===== src/edx_pkg.sv =====
// Package of constants and types for the external data access unit.
// Assumes a classic Wishbone slave port with 32-bit data and one clock.
//
// What this block does
// - A register-indirect access takes its low address byte from the chosen work register of the active bank and its high byte from the port 2 latch.
// - A pointer-indirect access drives all sixteen address bits from the selected data pointer.
// - Two data pointers exist and bit 0 of the pointer select register at 86h picks the second when set.
// - The upper seven bits of the pointer select register have no effect and always read as zero.
// - Every external move starts with a normal four-clock fetch cycle and the address and access come in the next machine cycle.
// - A three-bit stretch field in bits 2 to 0 of the clock control register gives external moves of 2 to 9 machine cycles.
// - The strobe is 2 clocks wide for stretch 0 and four clocks per stretch step otherwise.
// - The stretch field resets to 1 for a three machine cycle move and software may write 0 for two cycles.
// - Only external moves are lengthened, by holding the processor for every access cycle after the fetch cycle.
// - Each machine cycle is four clock states C1 to C4 and all access counts are in such cycles.
package edx_pkg;

  // ----------------------------------------------------------------
  // Register indices (byte address is four times the index)
  // ----------------------------------------------------------------
  localparam logic [7:0] IDX_FIRST_PTR = 8'h82;
  localparam logic [7:0] IDX_SECOND_PTR = 8'h84;
  localparam logic [7:0] IDX_PTR_SELECT = 8'h86;
  localparam logic [7:0] IDX_CLOCK_CTRL = 8'h8e;
  localparam logic [7:0] IDX_PORT2 = 8'ha0;
  localparam logic [7:0] IDX_BANK_SEL = 8'hd0;
  localparam logic [7:0] IDX_XFER_CMD = 8'hf0;
  localparam logic [7:0] IDX_XFER_WDATA = 8'hf1;
  localparam logic [7:0] IDX_XFER_STATUS = 8'hf2;

  // ----------------------------------------------------------------
  // Field positions and reset values
  // ----------------------------------------------------------------
  localparam int BANK_LSB = 3;
  localparam int CMD_WRITE_BIT = 0;
  localparam int CMD_PTR_BIT = 1;
  localparam int CMD_RI_BIT = 2;
  localparam logic [2:0] STRETCH_RST = 3'h1;
  localparam logic [7:0] PORT2_RST = 8'hff;

  // ----------------------------------------------------------------
  // Timing counts in clocks
  // ----------------------------------------------------------------
  localparam logic [1:0] STATES_LAST = 2'h3;
  localparam logic [4:0] STROBE_LO_FAST = 5'h01;
  localparam logic [4:0] STROBE_LO_SLOW = 5'h02;
  localparam logic [4:0] STROBE_W_FAST = 5'h02;

  // ----------------------------------------------------------------
  // Types
  // ----------------------------------------------------------------
  typedef enum logic [2:0] {
    ST_IDLE = 3'h1,
    ST_FETCH = 3'h2,
    ST_ACCESS = 3'h4
  } edx_state_e;

  typedef struct packed {
    logic write;
    logic use_ptr;
    logic ri;
  } edx_cmd_s;

endpackage


===== src/edx_access.sv =====
// External data access unit: address forming, pointers and stretched
// read/write strobes, with its registers on a classic Wishbone slave.
// Assumes one clock (CLK) and an asynchronous active-high RESET.
`timescale 1ns/1ns
module edx_access (
  input wire logic CLK,
  input wire logic RESET,
  input wire logic WB_CYC_I,
  input wire logic WB_STB_I,
  input wire logic WB_WE_I,
  input wire logic [11:2] WB_ADR_I,
  input wire logic [3:0] WB_SEL_I,
  input wire logic [31:0] WB_DAT_I,
  output logic [31:0] WB_DAT_O,
  output logic WB_ACK_O,
  output logic [15:0] EXT_ADDR,
  output logic EXT_RD_N,
  output logic EXT_WR_N,
  output logic [7:0] EXT_DOUT,
  output logic EXT_DOE,
  input wire logic [7:0] EXT_DIN,
  output logic [1:0] CLOCK_STATE,
  output logic FETCH_CYCLE,
  output logic CPU_HOLD
);

  // ----------------------------------------------------------------
  // Helper functions
  // ----------------------------------------------------------------
  // First strobe clock within the access phase
  function automatic logic [4:0] strobe_lo(input logic [2:0] s);
    strobe_lo = (s == 3'h0) ? edx_pkg::STROBE_LO_FAST
                            : edx_pkg::STROBE_LO_SLOW;
  endfunction

  // Strobe width in clocks
  function automatic logic [4:0] strobe_w(input logic [2:0] s);
    strobe_w = (s == 3'h0) ? edx_pkg::STROBE_W_FAST : {s, 2'b00};
  endfunction

  // Strobe active at this access clock
  function automatic logic in_strobe(input logic [4:0] c,
                                     input logic [2:0] s);
    logic [5:0] hi;
    hi = {1'b0, strobe_lo(s)} + {1'b0, strobe_w(s)};
    in_strobe = (c >= strobe_lo(s)) && ({1'b0, c} < hi);
  endfunction

  // ----------------------------------------------------------------
  // Declarations
  // ----------------------------------------------------------------
  edx_pkg::edx_state_e state_r;
  edx_pkg::edx_cmd_s cmd_r;
  logic ack_r;
  logic [31:0] rdata_r;
  logic [15:0] first_ptr_r;
  logic [15:0] second_ptr_r;
  logic ptr_sel_r;
  logic [2:0] stretch_r;
  logic [7:0] ctrl_hi_r;
  logic [7:0] port2_r;
  logic [1:0] bank_r;
  logic [7:0] work_r [0:7];
  logic [7:0] wdata_r;
  logic [7:0] rddata_r;
  logic pend_r;
  logic [2:0] xstretch_r;
  logic [4:0] cnt_r;
  logic [1:0] phase_r;
  logic [15:0] addr_r;
  logic rd_n_r;
  logic wr_n_r;
  logic doe_r;
  logic [7:0] dout_r;
  logic access;
  logic wr_acc;
  logic [7:0] idx;
  logic [4:0] last_cnt;
  logic strobe_nxt;
  logic [15:0] addr_nxt;
  logic [2:0] work_sel;

  // Decoded bus request, taken once per handshake
  assign access = WB_CYC_I && WB_STB_I && !ack_r;
  assign wr_acc = access && WB_WE_I && WB_SEL_I[0];
  assign idx = WB_ADR_I[9:2];
  assign last_cnt = {xstretch_r, 2'b11};
  assign work_sel = {bank_r, cmd_r.ri};

  // ----------------------------------------------------------------
  // Wishbone slave
  // ----------------------------------------------------------------
  // One-cycle acknowledge, dropped in the next cycle
  always_ff @(posedge CLK or posedge RESET) begin
    if (RESET) begin
      ack_r <= 1'b0;
    end else begin
      ack_r <= access;
    end
  end

  // Read mux; unmapped indices read as zero
  always_ff @(posedge CLK or posedge RESET) begin
    if (RESET) begin
      rdata_r <= 32'h0;
    end else if (access) begin
      rdata_r <= 32'h0;
      unique case (idx)
        edx_pkg::IDX_FIRST_PTR: rdata_r <= {16'h0, first_ptr_r};
        edx_pkg::IDX_SECOND_PTR: rdata_r <= {16'h0, second_ptr_r};
        edx_pkg::IDX_PTR_SELECT: rdata_r <= {31'h0, ptr_sel_r};
        edx_pkg::IDX_CLOCK_CTRL: rdata_r <= {24'h0, ctrl_hi_r[7:3],
                                             stretch_r};
        edx_pkg::IDX_PORT2: rdata_r <= {24'h0, port2_r};
        edx_pkg::IDX_BANK_SEL: rdata_r <= {27'h0, bank_r, 3'h0};
        edx_pkg::IDX_XFER_CMD: rdata_r <= {29'h0, cmd_r};
        edx_pkg::IDX_XFER_WDATA: rdata_r <= {24'h0, wdata_r};
        edx_pkg::IDX_XFER_STATUS: begin // Busy through fetch and access
          rdata_r <= {16'h0, rddata_r, 7'h0,
                      pend_r || state_r != edx_pkg::ST_IDLE};
        end
        default: begin
          if (idx[7:5] == 3'h0 && idx[2:1] == 2'h0) begin
            rdata_r <= {24'h0, work_r[{idx[4:3], idx[0]}]};
          end
        end
      endcase
    end
  end

  // ----------------------------------------------------------------
  // Data pointers and pointer select
  // ----------------------------------------------------------------
  // Two 16-bit pointers, byte lanes 0 and 1
  always_ff @(posedge CLK or posedge RESET) begin
    if (RESET) begin
      first_ptr_r <= 16'h0;
      second_ptr_r <= 16'h0;
    end else if (access && WB_WE_I) begin
      if (idx == edx_pkg::IDX_FIRST_PTR) begin
        if (WB_SEL_I[0]) first_ptr_r[7:0] <= WB_DAT_I[7:0];
        if (WB_SEL_I[1]) first_ptr_r[15:8] <= WB_DAT_I[15:8];
      end
      if (idx == edx_pkg::IDX_SECOND_PTR) begin
        if (WB_SEL_I[0]) second_ptr_r[7:0] <= WB_DAT_I[7:0];
        if (WB_SEL_I[1]) second_ptr_r[15:8] <= WB_DAT_I[15:8];
      end
    end
  end

  // Only bit 0 is stored; the upper seven stay zero
  always_ff @(posedge CLK or posedge RESET) begin
    if (RESET) begin
      ptr_sel_r <= 1'b0;
    end else if (wr_acc && idx == edx_pkg::IDX_PTR_SELECT) begin
      ptr_sel_r <= WB_DAT_I[0];
    end
  end

  // ----------------------------------------------------------------
  // Clock control, port 2 latch, bank and work registers
  // ----------------------------------------------------------------
  // Stretch field in bits 2..0, other bits plain storage
  always_ff @(posedge CLK or posedge RESET) begin
    if (RESET) begin
      stretch_r <= edx_pkg::STRETCH_RST;
      ctrl_hi_r <= 8'h0;
    end else if (wr_acc && idx == edx_pkg::IDX_CLOCK_CTRL) begin
      stretch_r <= WB_DAT_I[2:0];
      ctrl_hi_r <= {WB_DAT_I[7:3], 3'h0};
    end
  end

  // Port 2 latch and active bank
  always_ff @(posedge CLK or posedge RESET) begin
    if (RESET) begin
      port2_r <= edx_pkg::PORT2_RST;
      bank_r <= 2'h0;
    end else if (wr_acc) begin
      if (idx == edx_pkg::IDX_PORT2) port2_r <= WB_DAT_I[7:0];
      if (idx == edx_pkg::IDX_BANK_SEL) begin
        bank_r <= WB_DAT_I[edx_pkg::BANK_LSB +: 2];
      end
    end
  end

  // R0 and R1 of each of the four banks
  always_ff @(posedge CLK or posedge RESET) begin
    if (RESET) begin
      for (int i = 0; i < 8; i++) work_r[i] <= 8'h0;
    end else if (wr_acc && idx[7:5] == 3'h0 && idx[2:1] == 2'h0) begin
      work_r[{idx[4:3], idx[0]}] <= WB_DAT_I[7:0];
    end
  end

  // ----------------------------------------------------------------
  // Transfer command and write data
  // ----------------------------------------------------------------
  // A command is taken only while no transfer is pending or running
  always_ff @(posedge CLK or posedge RESET) begin
    if (RESET) begin
      cmd_r <= '0;
      pend_r <= 1'b0;
      wdata_r <= 8'h0;
    end else begin
      if (wr_acc && idx == edx_pkg::IDX_XFER_WDATA) begin
        wdata_r <= WB_DAT_I[7:0];
      end
      if (wr_acc && idx == edx_pkg::IDX_XFER_CMD && !pend_r &&
          state_r == edx_pkg::ST_IDLE) begin
        cmd_r.write <= WB_DAT_I[edx_pkg::CMD_WRITE_BIT];
        cmd_r.use_ptr <= WB_DAT_I[edx_pkg::CMD_PTR_BIT];
        cmd_r.ri <= WB_DAT_I[edx_pkg::CMD_RI_BIT];
        pend_r <= 1'b1;
      end else if (state_r == edx_pkg::ST_IDLE &&
                   phase_r == edx_pkg::STATES_LAST) begin
        pend_r <= 1'b0;
      end
    end
  end

  // ----------------------------------------------------------------
  // Machine cycle states and sequencer
  // ----------------------------------------------------------------
  // Free-running C1..C4 state counter
  always_ff @(posedge CLK or posedge RESET) begin
    if (RESET) begin
      phase_r <= 2'h0;
    end else begin
      phase_r <= phase_r + 2'h1;
    end
  end

  // Idle, fetch cycle, then stretched access cycles
  always_ff @(posedge CLK or posedge RESET) begin
    if (RESET) begin
      state_r <= edx_pkg::ST_IDLE;
      cnt_r <= 5'h0;
      xstretch_r <= edx_pkg::STRETCH_RST;
    end else begin
      unique case (state_r)
        edx_pkg::ST_IDLE: begin
          if (pend_r && phase_r == edx_pkg::STATES_LAST) begin
            state_r <= edx_pkg::ST_FETCH;
            xstretch_r <= stretch_r;
          end
        end
        edx_pkg::ST_FETCH: begin
          cnt_r <= 5'h0;
          if (phase_r == edx_pkg::STATES_LAST) begin
            state_r <= edx_pkg::ST_ACCESS;
          end
        end
        edx_pkg::ST_ACCESS: begin
          cnt_r <= cnt_r + 5'h1;
          if (cnt_r == last_cnt) begin
            state_r <= edx_pkg::ST_IDLE;
          end
        end
        default: state_r <= edx_pkg::ST_IDLE;
      endcase
    end
  end

  // ----------------------------------------------------------------
  // External pins
  // ----------------------------------------------------------------
  // Address source and strobe window for the next clock
  always_comb begin
    if (cmd_r.use_ptr) begin
      addr_nxt = ptr_sel_r ? second_ptr_r : first_ptr_r;
    end else begin
      addr_nxt = {port2_r, work_r[work_sel]};
    end
    strobe_nxt = 1'b0;
    if (state_r == edx_pkg::ST_ACCESS && cnt_r != last_cnt) begin
      strobe_nxt = in_strobe(cnt_r + 5'h1, xstretch_r);
    end
  end

  // Address, strobes and data drive, all registered
  always_ff @(posedge CLK or posedge RESET) begin
    if (RESET) begin
      addr_r <= 16'h0;
      rd_n_r <= 1'b1;
      wr_n_r <= 1'b1;
      doe_r <= 1'b0;
      dout_r <= 8'h0;
    end else begin
      if (state_r == edx_pkg::ST_FETCH &&
          phase_r == edx_pkg::STATES_LAST) begin
        addr_r <= addr_nxt;
        dout_r <= wdata_r;
      end
      rd_n_r <= !(strobe_nxt && !cmd_r.write);
      wr_n_r <= !(strobe_nxt && cmd_r.write);
      if (state_r == edx_pkg::ST_FETCH &&
          phase_r == edx_pkg::STATES_LAST) begin
        doe_r <= cmd_r.write;
      end else if (state_r == edx_pkg::ST_ACCESS && cnt_r == last_cnt) begin
        doe_r <= 1'b0;
      end
    end
  end

  // Read data caught on the last clock of the read strobe
  always_ff @(posedge CLK or posedge RESET) begin
    if (RESET) begin
      rddata_r <= 8'h0;
    end else if (state_r == edx_pkg::ST_ACCESS && !rd_n_r &&
                 !strobe_nxt) begin
      rddata_r <= EXT_DIN;
    end
  end

  // ----------------------------------------------------------------
  // Output assignments, all straight from flip-flops
  // ----------------------------------------------------------------
  assign WB_DAT_O = rdata_r;
  assign WB_ACK_O = ack_r;
  assign EXT_ADDR = addr_r;
  assign EXT_RD_N = rd_n_r;
  assign EXT_WR_N = wr_n_r;
  assign EXT_DOUT = dout_r;
  assign EXT_DOE = doe_r;
  assign CLOCK_STATE = phase_r;
  assign FETCH_CYCLE = state_r[1];
  assign CPU_HOLD = state_r[2];

endmodule


===== config.mk =====
export PLATFORM = sky130hd
export DESIGN_NAME = edx_access
export DESIGN_NICKNAME = d
export VERILOG_FILES = /design/src/edx_pkg.sv /design/src/edx_access.sv
export SDC_FILE = /design/constraint.sdc
export NUM_CORES = 1
export LEC_CHECK = 0
export BUFFER_PORTS_ARGS = -buffer_cell sky130_fd_sc_hd__buf_2
export CAP_MARGIN = 20
export CELL_PAD_IN_SITES_DETAIL_PLACEMENT = 0
export CELL_PAD_IN_SITES_GLOBAL_PLACEMENT = 1
export CORE_ASPECT_RATIO = 0.6
export CORE_MARGIN = 3
export CORE_UTILIZATION = 43
export CTS_CLUSTER_SIZE = 14
export DETAILED_ROUTE_END_ITERATION = 12
export PLACE_DENSITY = 0.8
export RECOVER_POWER = 100
export SKIP_CTS_REPAIR_TIMING = 1
export SYNTH_ARGS = -nofsm -noshare
export SYNTH_HDL_FRONTEND = slang
export SYNTH_SLANG_ARGS = --single-unit

===== constraint.sdc =====
create_clock -name CLK -period 5.3 [get_ports CLK]
set_input_delay 0.265 -clock CLK [delete_from_list [all_inputs] [get_ports CLK]]
set_output_delay 0.265 -clock CLK [all_outputs]
set_load 0.05 [all_outputs]

==> After elaboration in Yosys (flattened, before gate mapping) <==
Cells that the tools add are included.
{ "word_totals": {"regBits": 208} }
{ "classes": {"addsub": 3, "n_lt_le_gt_ge": 5, "eq_ne": 19, "mux": 25, "n_bitwise": 2, "n_reduce_logical": 46} }
{ "ops": {"columns": ["operator", "n"], "rows": [
  ["$pmux 16 s9", 1],
  ["$eq 8x8->1 const B", 9],
  ["$bwmux 64", 1],
  ["$bmux 8 s3", 2],
  ["$mux 8", 6],
  ["$mux 16", 2],
  ["$demux 8 s3", 1],
  ["$logic_and 1x1->1", 24],
  ["$reduce_and 3->1", 5],
  ["$pmux 5 s2", 1],
  ["$mux 3", 3],
  ["$pmux 3 s3", 1],
  ["$ge 4x4->1 const B", 2],
  ["$not 3->4", 2],
  ["$logic_not 1->1", 7],
  ["$add 5x5->6", 1],
  ["$logic_not 3->1", 2],
  ["$lt 5x6->1", 1],
  ["$ne 2x1->1 const B", 3],
  ["$reduce_and 2->1", 3],
  ["$reduce_bool 2->1", 3],
  ["$add 5x1->5 const B", 1],
  ["$eq 5x5->1", 1],
  ["$ge 5x2->1", 1],
  ["other kinds (13)", 17]
]} }

==> Depth between registers and ports, before layout <==
Gate-level depths: netlist of run 1.
{ "logic_depth": {"word_depth": 8, "mapped_depth": 10} }

==> Worst setup path before layout of run 1 <==
No wires, ideal clock.
{ "synth_timing": {"path_kind": "register -> register", "startpoint": "register cnt_r[0]", "endpoint": "register rddata_r[0]", "setup_ns": 0.125, "arrival_time_ns": 2.304, "required_time_ns": 5.175, "path_slack_ns": 2.872, "stages_incl_launch_ff": 9, "period_less_slack_ns": 2.428, "path_cell_list": "dfrtp_1 -> ha_1 -> xor2_1 -> ha_1 -> a31oi_1 -> maj3_1 -> o221ai_1 -> nand3b_1 -> mux2_2"} }
{ "synth_via": {"elab_chain_len": 6} }
{ "synth_lines": {"columns": ["element", "line", "text"], "rows": [
  ["from (decl)", "edx_access.sv:68", "logic [4:0] cnt_r;"],
  ["from (signal assigned)", "edx_access.sv:255", "cnt_r <= cnt_r + 5'h1;"],
  ["$add 5x1->5", "edx_access.sv:277", "strobe_nxt = in_strobe(cnt_r + 5'h1, xstretch_r);"],
  ["$lt 5x6->1 or $ge 5x2->1 (tied branches)", "edx_access.sv:46", "in_strobe = (c >= strobe_lo(s)) && ({1'b0, c} < hi);"],
  ["$logic_and 1x1->1", "edx_access.sv:46", null],
  ["$mux 1 *", "edx_access.sv:276", "if (state_r == edx_pkg::ST_ACCESS && cnt_r != last_cnt) begin"],
  ["$logic_not 1->1 *", "edx_access.sv:311", "!strobe_nxt) begin"],
  ["$logic_and 1x1->1 *", "edx_access.sv:310", "end else if (state_r == edx_pkg::ST_ACCESS && !rd_n_r &&"],
  ["to (signal assigned)", "edx_access.sv:309", "rddata_r <= 8'h0;"],
  ["to (signal assigned)", "edx_access.sv:312", "rddata_r <= EXT_DIN;"],
  ["to (decl)", "edx_access.sv:65", "logic [7:0] rddata_r;"]
]} }
Mark *: on every way between the ends. The rest lies on a longest branch, timed or not.
A chain may end at the register's enable or synchronous reset.

==> Worst setup path after layout of run 1 <==
{ "layout_timing": {"startpoint": "register ack_r (netlist: WB_ACK_O)", "endpoint": "register wdata_r[4]"} }
{ "layout_via": {"elab_chain_len": 5} }
{ "layout_lines": {"columns": ["element", "line", "text"], "rows": [
  ["from (decl)", "edx_access.sv:54", "logic ack_r;"],
  ["from (signal assigned)", "edx_access.sv:98", "ack_r <= access;"],
  ["$logic_not 1->1", "edx_access.sv:84", "assign access = WB_CYC_I && WB_STB_I && !ack_r;"],
  ["$logic_and 1x1->1", "edx_access.sv:84", null],
  ["$logic_and 1x1->1 (2 in series)", "edx_access.sv:85", "assign wr_acc = access && WB_WE_I && WB_SEL_I[0];"],
  ["$logic_and 1x1->1", "edx_access.sv:206", "if (wr_acc && idx == edx_pkg::IDX_XFER_WDATA) begin"],
  ["to (signal assigned)", "edx_access.sv:207", "wdata_r <= WB_DAT_I[7:0];"],
  ["to (decl)", "edx_access.sv:64", "logic [7:0] wdata_r;"]
]} }
No other way between the ends.

==> results.tsv, run 1 <==
metric	value	unit
status	complete, but fails checks	
failed_checks	capacitance limit, slew limit	
synth_edf_count	0	
gp_congestion	0.814	
setup_violations	0	
end_kind	flop	
ys_ff_latch	192	
synth.cell_area	9560	um^2
async_flop_share	100	%
period_minus_slack	3.87	ns
drv_slew	177	
grt_max_degree	168	
max-slew-margin-rel	-49.2	%
ys_warn_count	0	
clock_sinks	192	
syn2layout_area_growth	10.8	%
wl_per_cell	21.7	um
place_inst	1082	
layout_worst_path_cycle_share	73.1	%
swShare	25.7	%
vias	6409	
first_iter_violations	586	
dp_hpwl	17.0	mm
skew	0.00792	ns
switching_power	0.760	mW
num_rows	41	
comb_power_share	6.5	%
postSynthAreaPerCell	12.6	um^2
arrival	4.20	ns
cts_buffer_depth	2	
drcViolationCount	0	
drv_cap	3	
regToRegSetupSlack	1.43	ns
die_area	24100	um^2
overflow	0	
htree_num_levels	4	
slowest_stage	nor3_1	
tns	0	ns
power_density	279	nW/um^2
synth_top_flop_cell	dfrtp_1	
ff_latch_area	4820	um^2
via_per_inst	5.73	
hold_class	in -> reg	
core	21400	um^2
multi_input_area	4370	um^2
path_class	reg -> reg	
cp_top_family	simple AND/OR/NAND/NOR gates	
power.internal	2.20	mW
grt_pass1_vias	6315	
p_leak	4.78	nW
die_w	198	um
cts.clk_slew.worst_paths	0.07	ns
start_kind	flop	
rsz0062_at_grt	false	
dr.pass1.iters	5	
fp.dieH	121	um
numPortBuffers	86	
peakVddDrop	230	uV
numCtsBuffers	17	
power_frac_seq	50.6	%
syn_inst	758	
worstSkewPairLatency	0.44	ns
cp_slowest_stage_delay	1.43	ns
antenna_found_initial	2	
cts_tree	done	
drtAntennaViolNets	0	
finalHoldViolations	0	
initial_core_util	44.7	%
cts_root_buffer	clkbuf_16	
yosysUniqueCellTypes	69	
path_buf_inv	1	
crit_fanout	23	
post-route-util	49.5	%
cp.required	5.62	ns
crit_chain	or2_0 -> inv_1 -> nand3_1 -> nor3_1 -> mux2_2	
pin_count	123	
wl	24.3	mm
final_cells	1119	
drive_above_1_share	32.4	%
seq_area_frac_synth	50.4	%
total_power	2.96	mW
groute.usage.overall	21.1	%
fin_nets	888	
fillers	1954	
p_clk_share	42.8	%
fmax	258	MHz
tightest_slew	2.24	ns
grt_pass1_wl	38.2	mm
==> placed cells by master, fill, tap and decap left out, drive strengths merged, types with 2 or more instances in the layout <==
cell type,instances
dfrtp,179
mux2,151
clkbuf,73
nand2,69
o21ai,38
buf,38
nor2,34
mux4,32
mux2i,25
inv,19
a22oi,17
conb,16
dfstp,13
a21oi,13
a31oi,10
nand3,9
nand4,7
o221ai,7
nor3,7
clkinv,7
xor2,6
ha,6
diode,4
nor2b,4
nand3b,4
and3,4
nor4,4
nand2b,3
a221oi,3
nor3b,3
a32oi,2
a21o,2
a211o,2
a221o,2
a211oi,2
a22o,2
clkinvlp,2
or2,2
==> worst paths after layout <==
path	cells past startpoint	from	to
worst max-delay path	5	WB_ACK_O$_DFF_PP0_	wdata_r[4]$_DFFE_PP0P_
worst min-delay path	2	EXT_DIN[6]	rddata_r[6]$_DFFE_PP0P_
worst max register to register	5	WB_ACK_O$_DFF_PP0_	wdata_r[4]$_DFFE_PP0P_
worst min register to register	1	CLOCK_STATE[0]$_DFF_PP0_	CLOCK_STATE[0]$_DFF_PP0_
max in group asynchronous	4	RESET	work_r[21]$_DFFE_PP0P_
min in group asynchronous	3	RESET	CLOCK_STATE[1]$_DFF_PP0_
==> sequential cells by signal, indices dropped and copies added, names as in the netlist, 5 cells and up <==
signal / flops
ctrl_hi_r: 5
second_ptr_r: 16
EXT_DOUT: 8
work_r: 64
first_ptr_r: 16
EXT_ADDR: 16
cnt_r: 5
port2_r: 8
rddata_r: 8
wdata_r: 8
WB_DAT_O: 16
==> logic make-up (layout without fill, tap and decap cells) <==
| family | count (synthesis) | after routing | synth area share, % |
|---|---|---|---|
| buf+inv | 78 | 141 | 3.93 |
| simple gates | 156 | 156 | 8.61 |
| other cells | 1 | 20 | 0.0392 |
| flops | 192 | 192 | 50.4 |
| mux | 208 | 208 | 27.9 |
| compound gates | 109 | 109 | 7.51 |
| fa+ha+maj | 7 | 7 | 0.890 |
| xor+xnor | 7 | 7 | 0.641 |
==> stage by stage <==
step	hold WS, ns	setup WS (ns)	area (um^2)
after floorplan	0.386	2.57	9620
after global placement	0.373	2.18	10100
after detailed placement	0.384	2.17	10100
after CTS	-0.0934	2.32	10700
after global routing	0.0422	1.25	10600
final	0.0516	1.43	10600
==> cells in the mapped netlist (3+ instances only) <==
cell,number,area [um^2]
nand2_1,67,251
buf_1,3,11.3
nand2b_1,3,18.8
and3_1,4,25.0
nor3_1,4,20.0
nor2_1,32,120
dfstp_2,13,342
nand4_1,6,37.5
ha_1,6,75.1
buf_2,18,90.1
mux2i_1,25,250
buf_4,16,120
xor2_1,6,52.6
a21oi_1,13,65.1
a31oi_1,10,62.6
nand3b_1,3,22.5
dfrtp_1,179,4480
nand3_1,7,35.0
a22oi_1,17,128
nor2b_1,4,25.0
a221oi_1,3,26.3
inv_1,13,48.8
mux4_2,32,721
o221ai_1,7,61.3
clkbuf_1,25,93.8
o21ai_0,38,190
mux2_2,149,1680
==> area by class of cell <==
class,instances,area share (%)
Antenna cell,4,0.0945
Clock buffer,19,4.18
Clock inverter,13,1.18
Inverter,16,0.579
Multi-Input combinational cell,503,41.3
Sequential cell,192,45.5
Tap cell,279,3.30
Timing Repair Buffer,93,3.86
==> power by group through the flow <==
stage | logic (mW) | clock network [mW] | registers (mW)
finish | 0.193 | 1.27 | 1.50
global route | 0.211 | 1.36 | 1.50
floorplan | 0.120 | 0 | 1.56
global placement | 0.200 | 0 | 1.53
detailed placement | 0.200 | 0 | 1.53
CTS | 0.201 | 1.29 | 1.50
==> per-layer routing <==
layer	GRT usage, %	vias to the layer above	routed length (um)
li1	-	2896	-
met1	33.6	3311	12400
met2	27.8	188	10000
met3	5.41	14	1580
met4	6.14	0	225
met5	0	-	0
No activity file was read; power rests on OpenSTA's default activity.
==> run 2, diff against run 1 <==
clock period = 3.1 ns   (was 5.3 ns; I/O delays follow)
==> run 2 against run 1 <==
Compared with the run above:
- the flow now finishes without violations
- critical path type unchanged
- global-route usage grew 0.22 points
- critical path depth is 1 higher
- clock power increased by 84%
- flip-flop and latch count stayed put
- clock skew is 0.015 ns higher
- setup slack worse by 1.0 ns
- sequential share of layout area decreased by 1.4 points
==> results.tsv, run 2 (synthesized netlist as in run 1, its figures left out) <==
metric	value	unit	change
status	completed		
grt_pass1_vias	6408		+1.5%
fin_nets	923		+3.9%
syn2layout_area_growth	14.2	%	
grt_pass1_wl	38.8	mm	+1.7%
dr.pass1.iters	6		+1
core	21400	um^2	unchanged
largest-register	work_r		
initial_core_util	44.7	%	unchanged
fillers	1913		-2.1%
groute.usage.overall	21.3	%	+0.22 points
total_power	5.26	mW	+78%
ff_latch_area	4820	um^2	unchanged
cp.required	3.42	ns	-2.20 ns
cp_top_family	simple AND/OR/NAND/NOR gates		
first_iter_violations	650		+11%
hold_class	in -> reg		
drtAntennaViolNets	0		unchanged
htree_num_levels	4		unchanged
drcViolationCount	0		unchanged
fmax	369	MHz	+43%
via_per_inst	5.82		+1.7%
dp_hpwl	17.9	mm	+5.2%
tightest_slew	1.41	ns	-0.827 ns
finalHoldViolations	0		unchanged
cts_buffer_depth	2		unchanged
layout_common_cells	dfrtp_1 (179), mux2_2 (148), nand2_1 (69), clkbuf_1 (60), o21ai_0 (38)		
overflow	0		unchanged
drive_above_1_share	33.1	%	+0.65 points
fp.dieH	121	um	unchanged
period_minus_slack	2.71	ns	-1.17 ns
grt_max_degree	83		-51%
wl_per_cell	21.8	um	+0.49%
max-slew-margin-rel	5.94	%	+55 points
die_area	24100	um^2	unchanged
path_class	reg -> reg		
pin_count	123		unchanged
end_kind	flop		
tns	0	ns	unchanged
wl	25.1	mm	+3.4%
crit_fanout	8		-65%
clock_sinks	192		unchanged
num_rows	41		unchanged
vias	6702		+4.6%
slowest_stage	nor3b_2		
layout_worst_path_cycle_share	87.3	%	+14 points
final_common_cell	dfrtp_1		
numPortBuffers	86		unchanged
drv_cap	0		-3
largest_reg_flops	64		unchanged
path_buf_inv	1		unchanged
cts_root_buffer	clkbuf_16		
multi_input_area	4360	um^2	-0.31%
cts_tree	done		
start_kind	flop		
p_leak	4.91	nW	+2.9%
antenna_found_initial	1		-1
numCtsBuffers	17		unchanged
worstSkewPairLatency	0.45	ns	about the same
peakVddDrop	382	uV	+66%
power_density	482	nW/um^2	+73%
die_w	198	um	unchanged
drv_slew	0		-100%
setup_violations	0		unchanged
cp_slowest_stage_delay	0.91	ns	-0.52 ns
crit_chain	or2_0 -> clkinv_1 -> and3_1 -> nand3b_1 -> nor3b_2 -> mux2_2		
skew	0.0228	ns	+0.0149 ns
cts.clk_slew.worst_paths	0.09	ns	+0.02 ns
arrival	3.03	ns	-1.17 ns
rsz0062_at_grt	false		
gp_congestion	0.850		+4.5%
-- run 2: area by class of cell --
class / count / area share [%]
Multi-Input combinational cell: 503 / 39.9
Sequential cell: 192 / 44.2
Timing Repair Buffer: 128 / 6.37
Clock inverter: 14 / 1.75
Inverter: 16 / 0.561
Tap cell: 279 / 3.20
Clock buffer: 18 / 4.02
Antenna cell: 1 / 0.0229
-- run 2: final timing paths --
check / startpoint / endpoint / depth (start not counted) / slack (ns)
min: WB_DAT_I[5] / work_r[29]$_DFFE_PP0P_ / 2 / 0.16
min in group asynchronous: RESET / CLOCK_STATE[1]$_DFF_PP0_ / 3 / 0.46
min reg2reg: CLOCK_STATE[0]$_DFF_PP0_ / CLOCK_STATE[0]$_DFF_PP0_ / 1 / 0.46
max: WB_ACK_O$_DFF_PP0_ / work_r[46]$_DFFE_PP0P_ / 6 / 0.39
max in group asynchronous: RESET / pend_r$_DFFE_PP0P_ / 4 / 0.86
max reg2reg: WB_ACK_O$_DFF_PP0_ / work_r[46]$_DFFE_PP0P_ / 6 / 0.39
-- run 2: per-stage QoR --
step | hold WS [ns] | setup slack (ns) | std cells | util (%) | area [um^2]
finish | 0.155 | 0.393 | 1151 | 51.0 | 10900
global route | 0.176 | 0.199 | 1151 | 51.0 | 10900
CTS | -0.228 | 0.510 | 1133 | 51.1 | 10900
detailed placement | 0.235 | 0.524 | 1101 | 48.1 | 10300
global placement | 0.226 | 0.572 | 1101 | 48.1 | 10300
floorplan | 0.290 | 0.479 | 773 | - | 9620
-- run 2: report_power, final --
part	switching, mW	total, mW	internal, mW	leakage, nW
sequential	0.0241	2.56	2.54	2.59
combinational	0.266	0.360	0.0942	2.02
clock	1.08	2.34	1.26	0.306
total	1.37	5.26	3.89	4.91
-- run 2: per-layer routing --
layer,vias to the layer above,part of all wire (%),global-route usage (%)
met5,-,0,0
li1,2975,-,-
met1,3481,50,34.6
met4,0,0.50,4.12
met2,232,42,28.3
met3,14,7.1,5.60
==> run 3, diff against run 2 <==
CORE_MARGIN = 5   (was 3)
clock period = 2.3 ns   (was 3.1 ns; I/O delays follow)
==> run 3 against run 2 <==
Compared with the run above:
- the flow now finishes with violations (setup timing)
- worst hold slack got worse by 0.033 ns
- clock power rose by 27%
- flip-flop and latch count did not move
==> results.tsv, run 3 (synthesized netlist as in run 1, its figures left out) <==
metric	value	unit	change
hold_class	in -> reg		
crit_fanout	8		unchanged
grt_pass1_wl	39.4	mm	+1.5%
syn2layout_area_growth	16.6	%	
gp_congestion	0.895		+5.2%
setup_violations	8		+8
fillers	1987		+3.9%
fin_area	11100	um^2	+2.1%
arrival	2.66	ns	-0.37 ns
layout_worst_path_cycle_share	102	%	+14 points
cts.clk_slew.worst_paths	0.08	ns	about the same
period_minus_slack	2.34	ns	-0.367 ns
cts_buffer_depth	2		unchanged
max-slew-margin-rel	29.6	%	+24 points
wl_per_cell	21.0	um	-3.7%
antenna_found_initial	0		-1
path_buf_inv	1		unchanged
failed_checks	setup timing		
finalHoldViolations	0		unchanged
numPortBuffers	86		unchanged
fmax	427	MHz	+16%
die_w	202	um	+2.0%
first_iter_violations	579		-11%
clock_sinks	192		unchanged
drtAntennaViolNets	0		unchanged
power_density	621	nW/um^2	+29%
slowest_stage	dfrtp_1		
total_power	6.92	mW	+31%
numCtsBuffers	17		unchanged
skew	0.0111	ns	-0.0117 ns
rsz0062_at_grt	true		
path_class	reg -> reg		
fp.dieH	125	um	+3.3%
detailed_place.area	10500	um^2	+2.4%
tightest_slew	1.05	ns	-0.360 ns
fin_nets	951		+3.0%
final_common_cell	dfrtp_1		
cts_root_buffer	clkbuf_16		
cp.required	2.62	ns	-0.80 ns
groute.usage.overall	19.9	%	-1.4 points
grt_pass1_vias	6633		+3.5%
overflow	0		unchanged
wl	24.9	mm	-0.86%
start_kind	flop		
grt_max_degree	74		-11%
fin_ws	-0.0409	ns	-0.433 ns
via_per_inst	5.69		-2.2%
cts_tree	done		
initial_core_util	43.5	%	-1.2 points
largest-register	work_r		
worstSkewPairLatency	0.44	ns	about the same
drv_slew	0		unchanged
layout_common_cells	dfrtp_1 (179), mux2_2 (147), nand2_1 (67), clkbuf_1 (59), o21ai_0 (38)		
htree_num_levels	4		unchanged
vias	6746		+0.66%
drive_above_1_share	36.4	%	+3.3 points
dp_hpwl	18.1	mm	+1.2%
post-route-util	50.7	%	-0.30 points
drv_cap	0		unchanged
die_area	25400	um^2	+5.4%
dr.pass1.iters	5		-1
cp_top_family	adder cells		
status	complete, but fails checks		
hold_slack	0.122	ns	-0.0330 ns
peakVddDrop	517	uV	+35%
num_rows	42		+2.4%
core	22000	um^2	+2.7%
end_kind	flop		
drcViolationCount	0		unchanged
largest_reg_flops	64		unchanged
pre_cts_slack	-0.0377	ns	-0.562 ns
cp_slowest_stage_delay	0.42	ns	-0.49 ns
crit_chain	ha_4 -> xor2_2 -> ha_1 -> a31oi_2 -> maj3_2 -> o221ai_2 -> nand3b_1 -> buf_6 -> mux2_4		
antenna_cells	0		-1
p_leak	5.08	nW	+3.3%
pin_count	123		unchanged
## run 3: changes by cell type in the layout (fill, tap and decap cells not counted), sizes merged
cell      before  now
bufinv         2    1
clkbuf        80   85
clkinvlp       2    4
buf           49   72
diode          1    0
clkinv         7    5
inv           19   20
## run 3: power breakdown
part / internal (mW) / switching [mW] / leakage [nW]
clock: 1.56 / 1.41 / 0.280
combinational: 0.132 / 0.360 / 2.21
sequential: 3.42 / 0.0307 / 2.59
## run 3: per-layer routing
metal,vias to the layer above,GRT usage [%],wire length [um]
met2,208,27.1,10600
met5,-,0,0
met3,11,4.94,1640
met4,0,3.51,122
li1,3019,-,-
met1,3508,32.1,12500
## run 3: worst paths after layout
kind / from / end / slack [ns] / cells after the start
max in group asynchronous: RESET / work_r[30]$_DFFE_PP0P_ / 0.36 / 4
worst min-delay path: WB_DAT_I[4] / work_r[36]$_DFFE_PP0P_ / 0.12 / 2
min in group asynchronous: RESET / work_r[7]$_DFFE_PP0P_ / 0.39 / 3
worst max register to register: cnt_r[0]$_DFFE_PP0P_ / rddata_r[7]$_DFFE_PP0P_ / -0.04 / 9
worst max-delay path: cnt_r[0]$_DFFE_PP0P_ / rddata_r[7]$_DFFE_PP0P_ / -0.04 / 9
worst min register to register: cmd_r[2]$_DFFE_PP0P_ / EXT_WR_N$_DFF_PP1_ / 0.43 / 1
## run 3: area by class of cell
class / instances / area (um^2) / share of cell area [%]
inverter: 16 / 61.3 / 0.550
sequential: 192 / 4820 / 43.3
timing repair buffer: 156 / 893 / 8.02
clock inverter: 14 / 144 / 1.29
tap: 286 / 358 / 3.21
clock buffer: 18 / 439 / 3.94
multi-input combinational: 503 / 4430 / 39.7
## run 3: stage by stage
| stage | TNS [ns] | std cells |
|---|---|---|
| floorplan | -50.57 | 773 |
| global placement | -0.00312 | 1134 |
| detailed placement | -0.135 | 1134 |
| CTS | -0.752 | 1166 |
| global route | -0.890 | 1185 |
| finish | -0.150 | 1185 |
## run 3: worst reg2reg max path: stages, from the launching register on
cell      delay (ns)
dfrtp_1         0.42
ha_4            0.20
xor2_2          0.15
ha_1            0.30
a31oi_2         0.09
maj3_2          0.30
o221ai_2        0.18
nand3b_1        0.12
buf_6           0.17
mux2_4          0.30
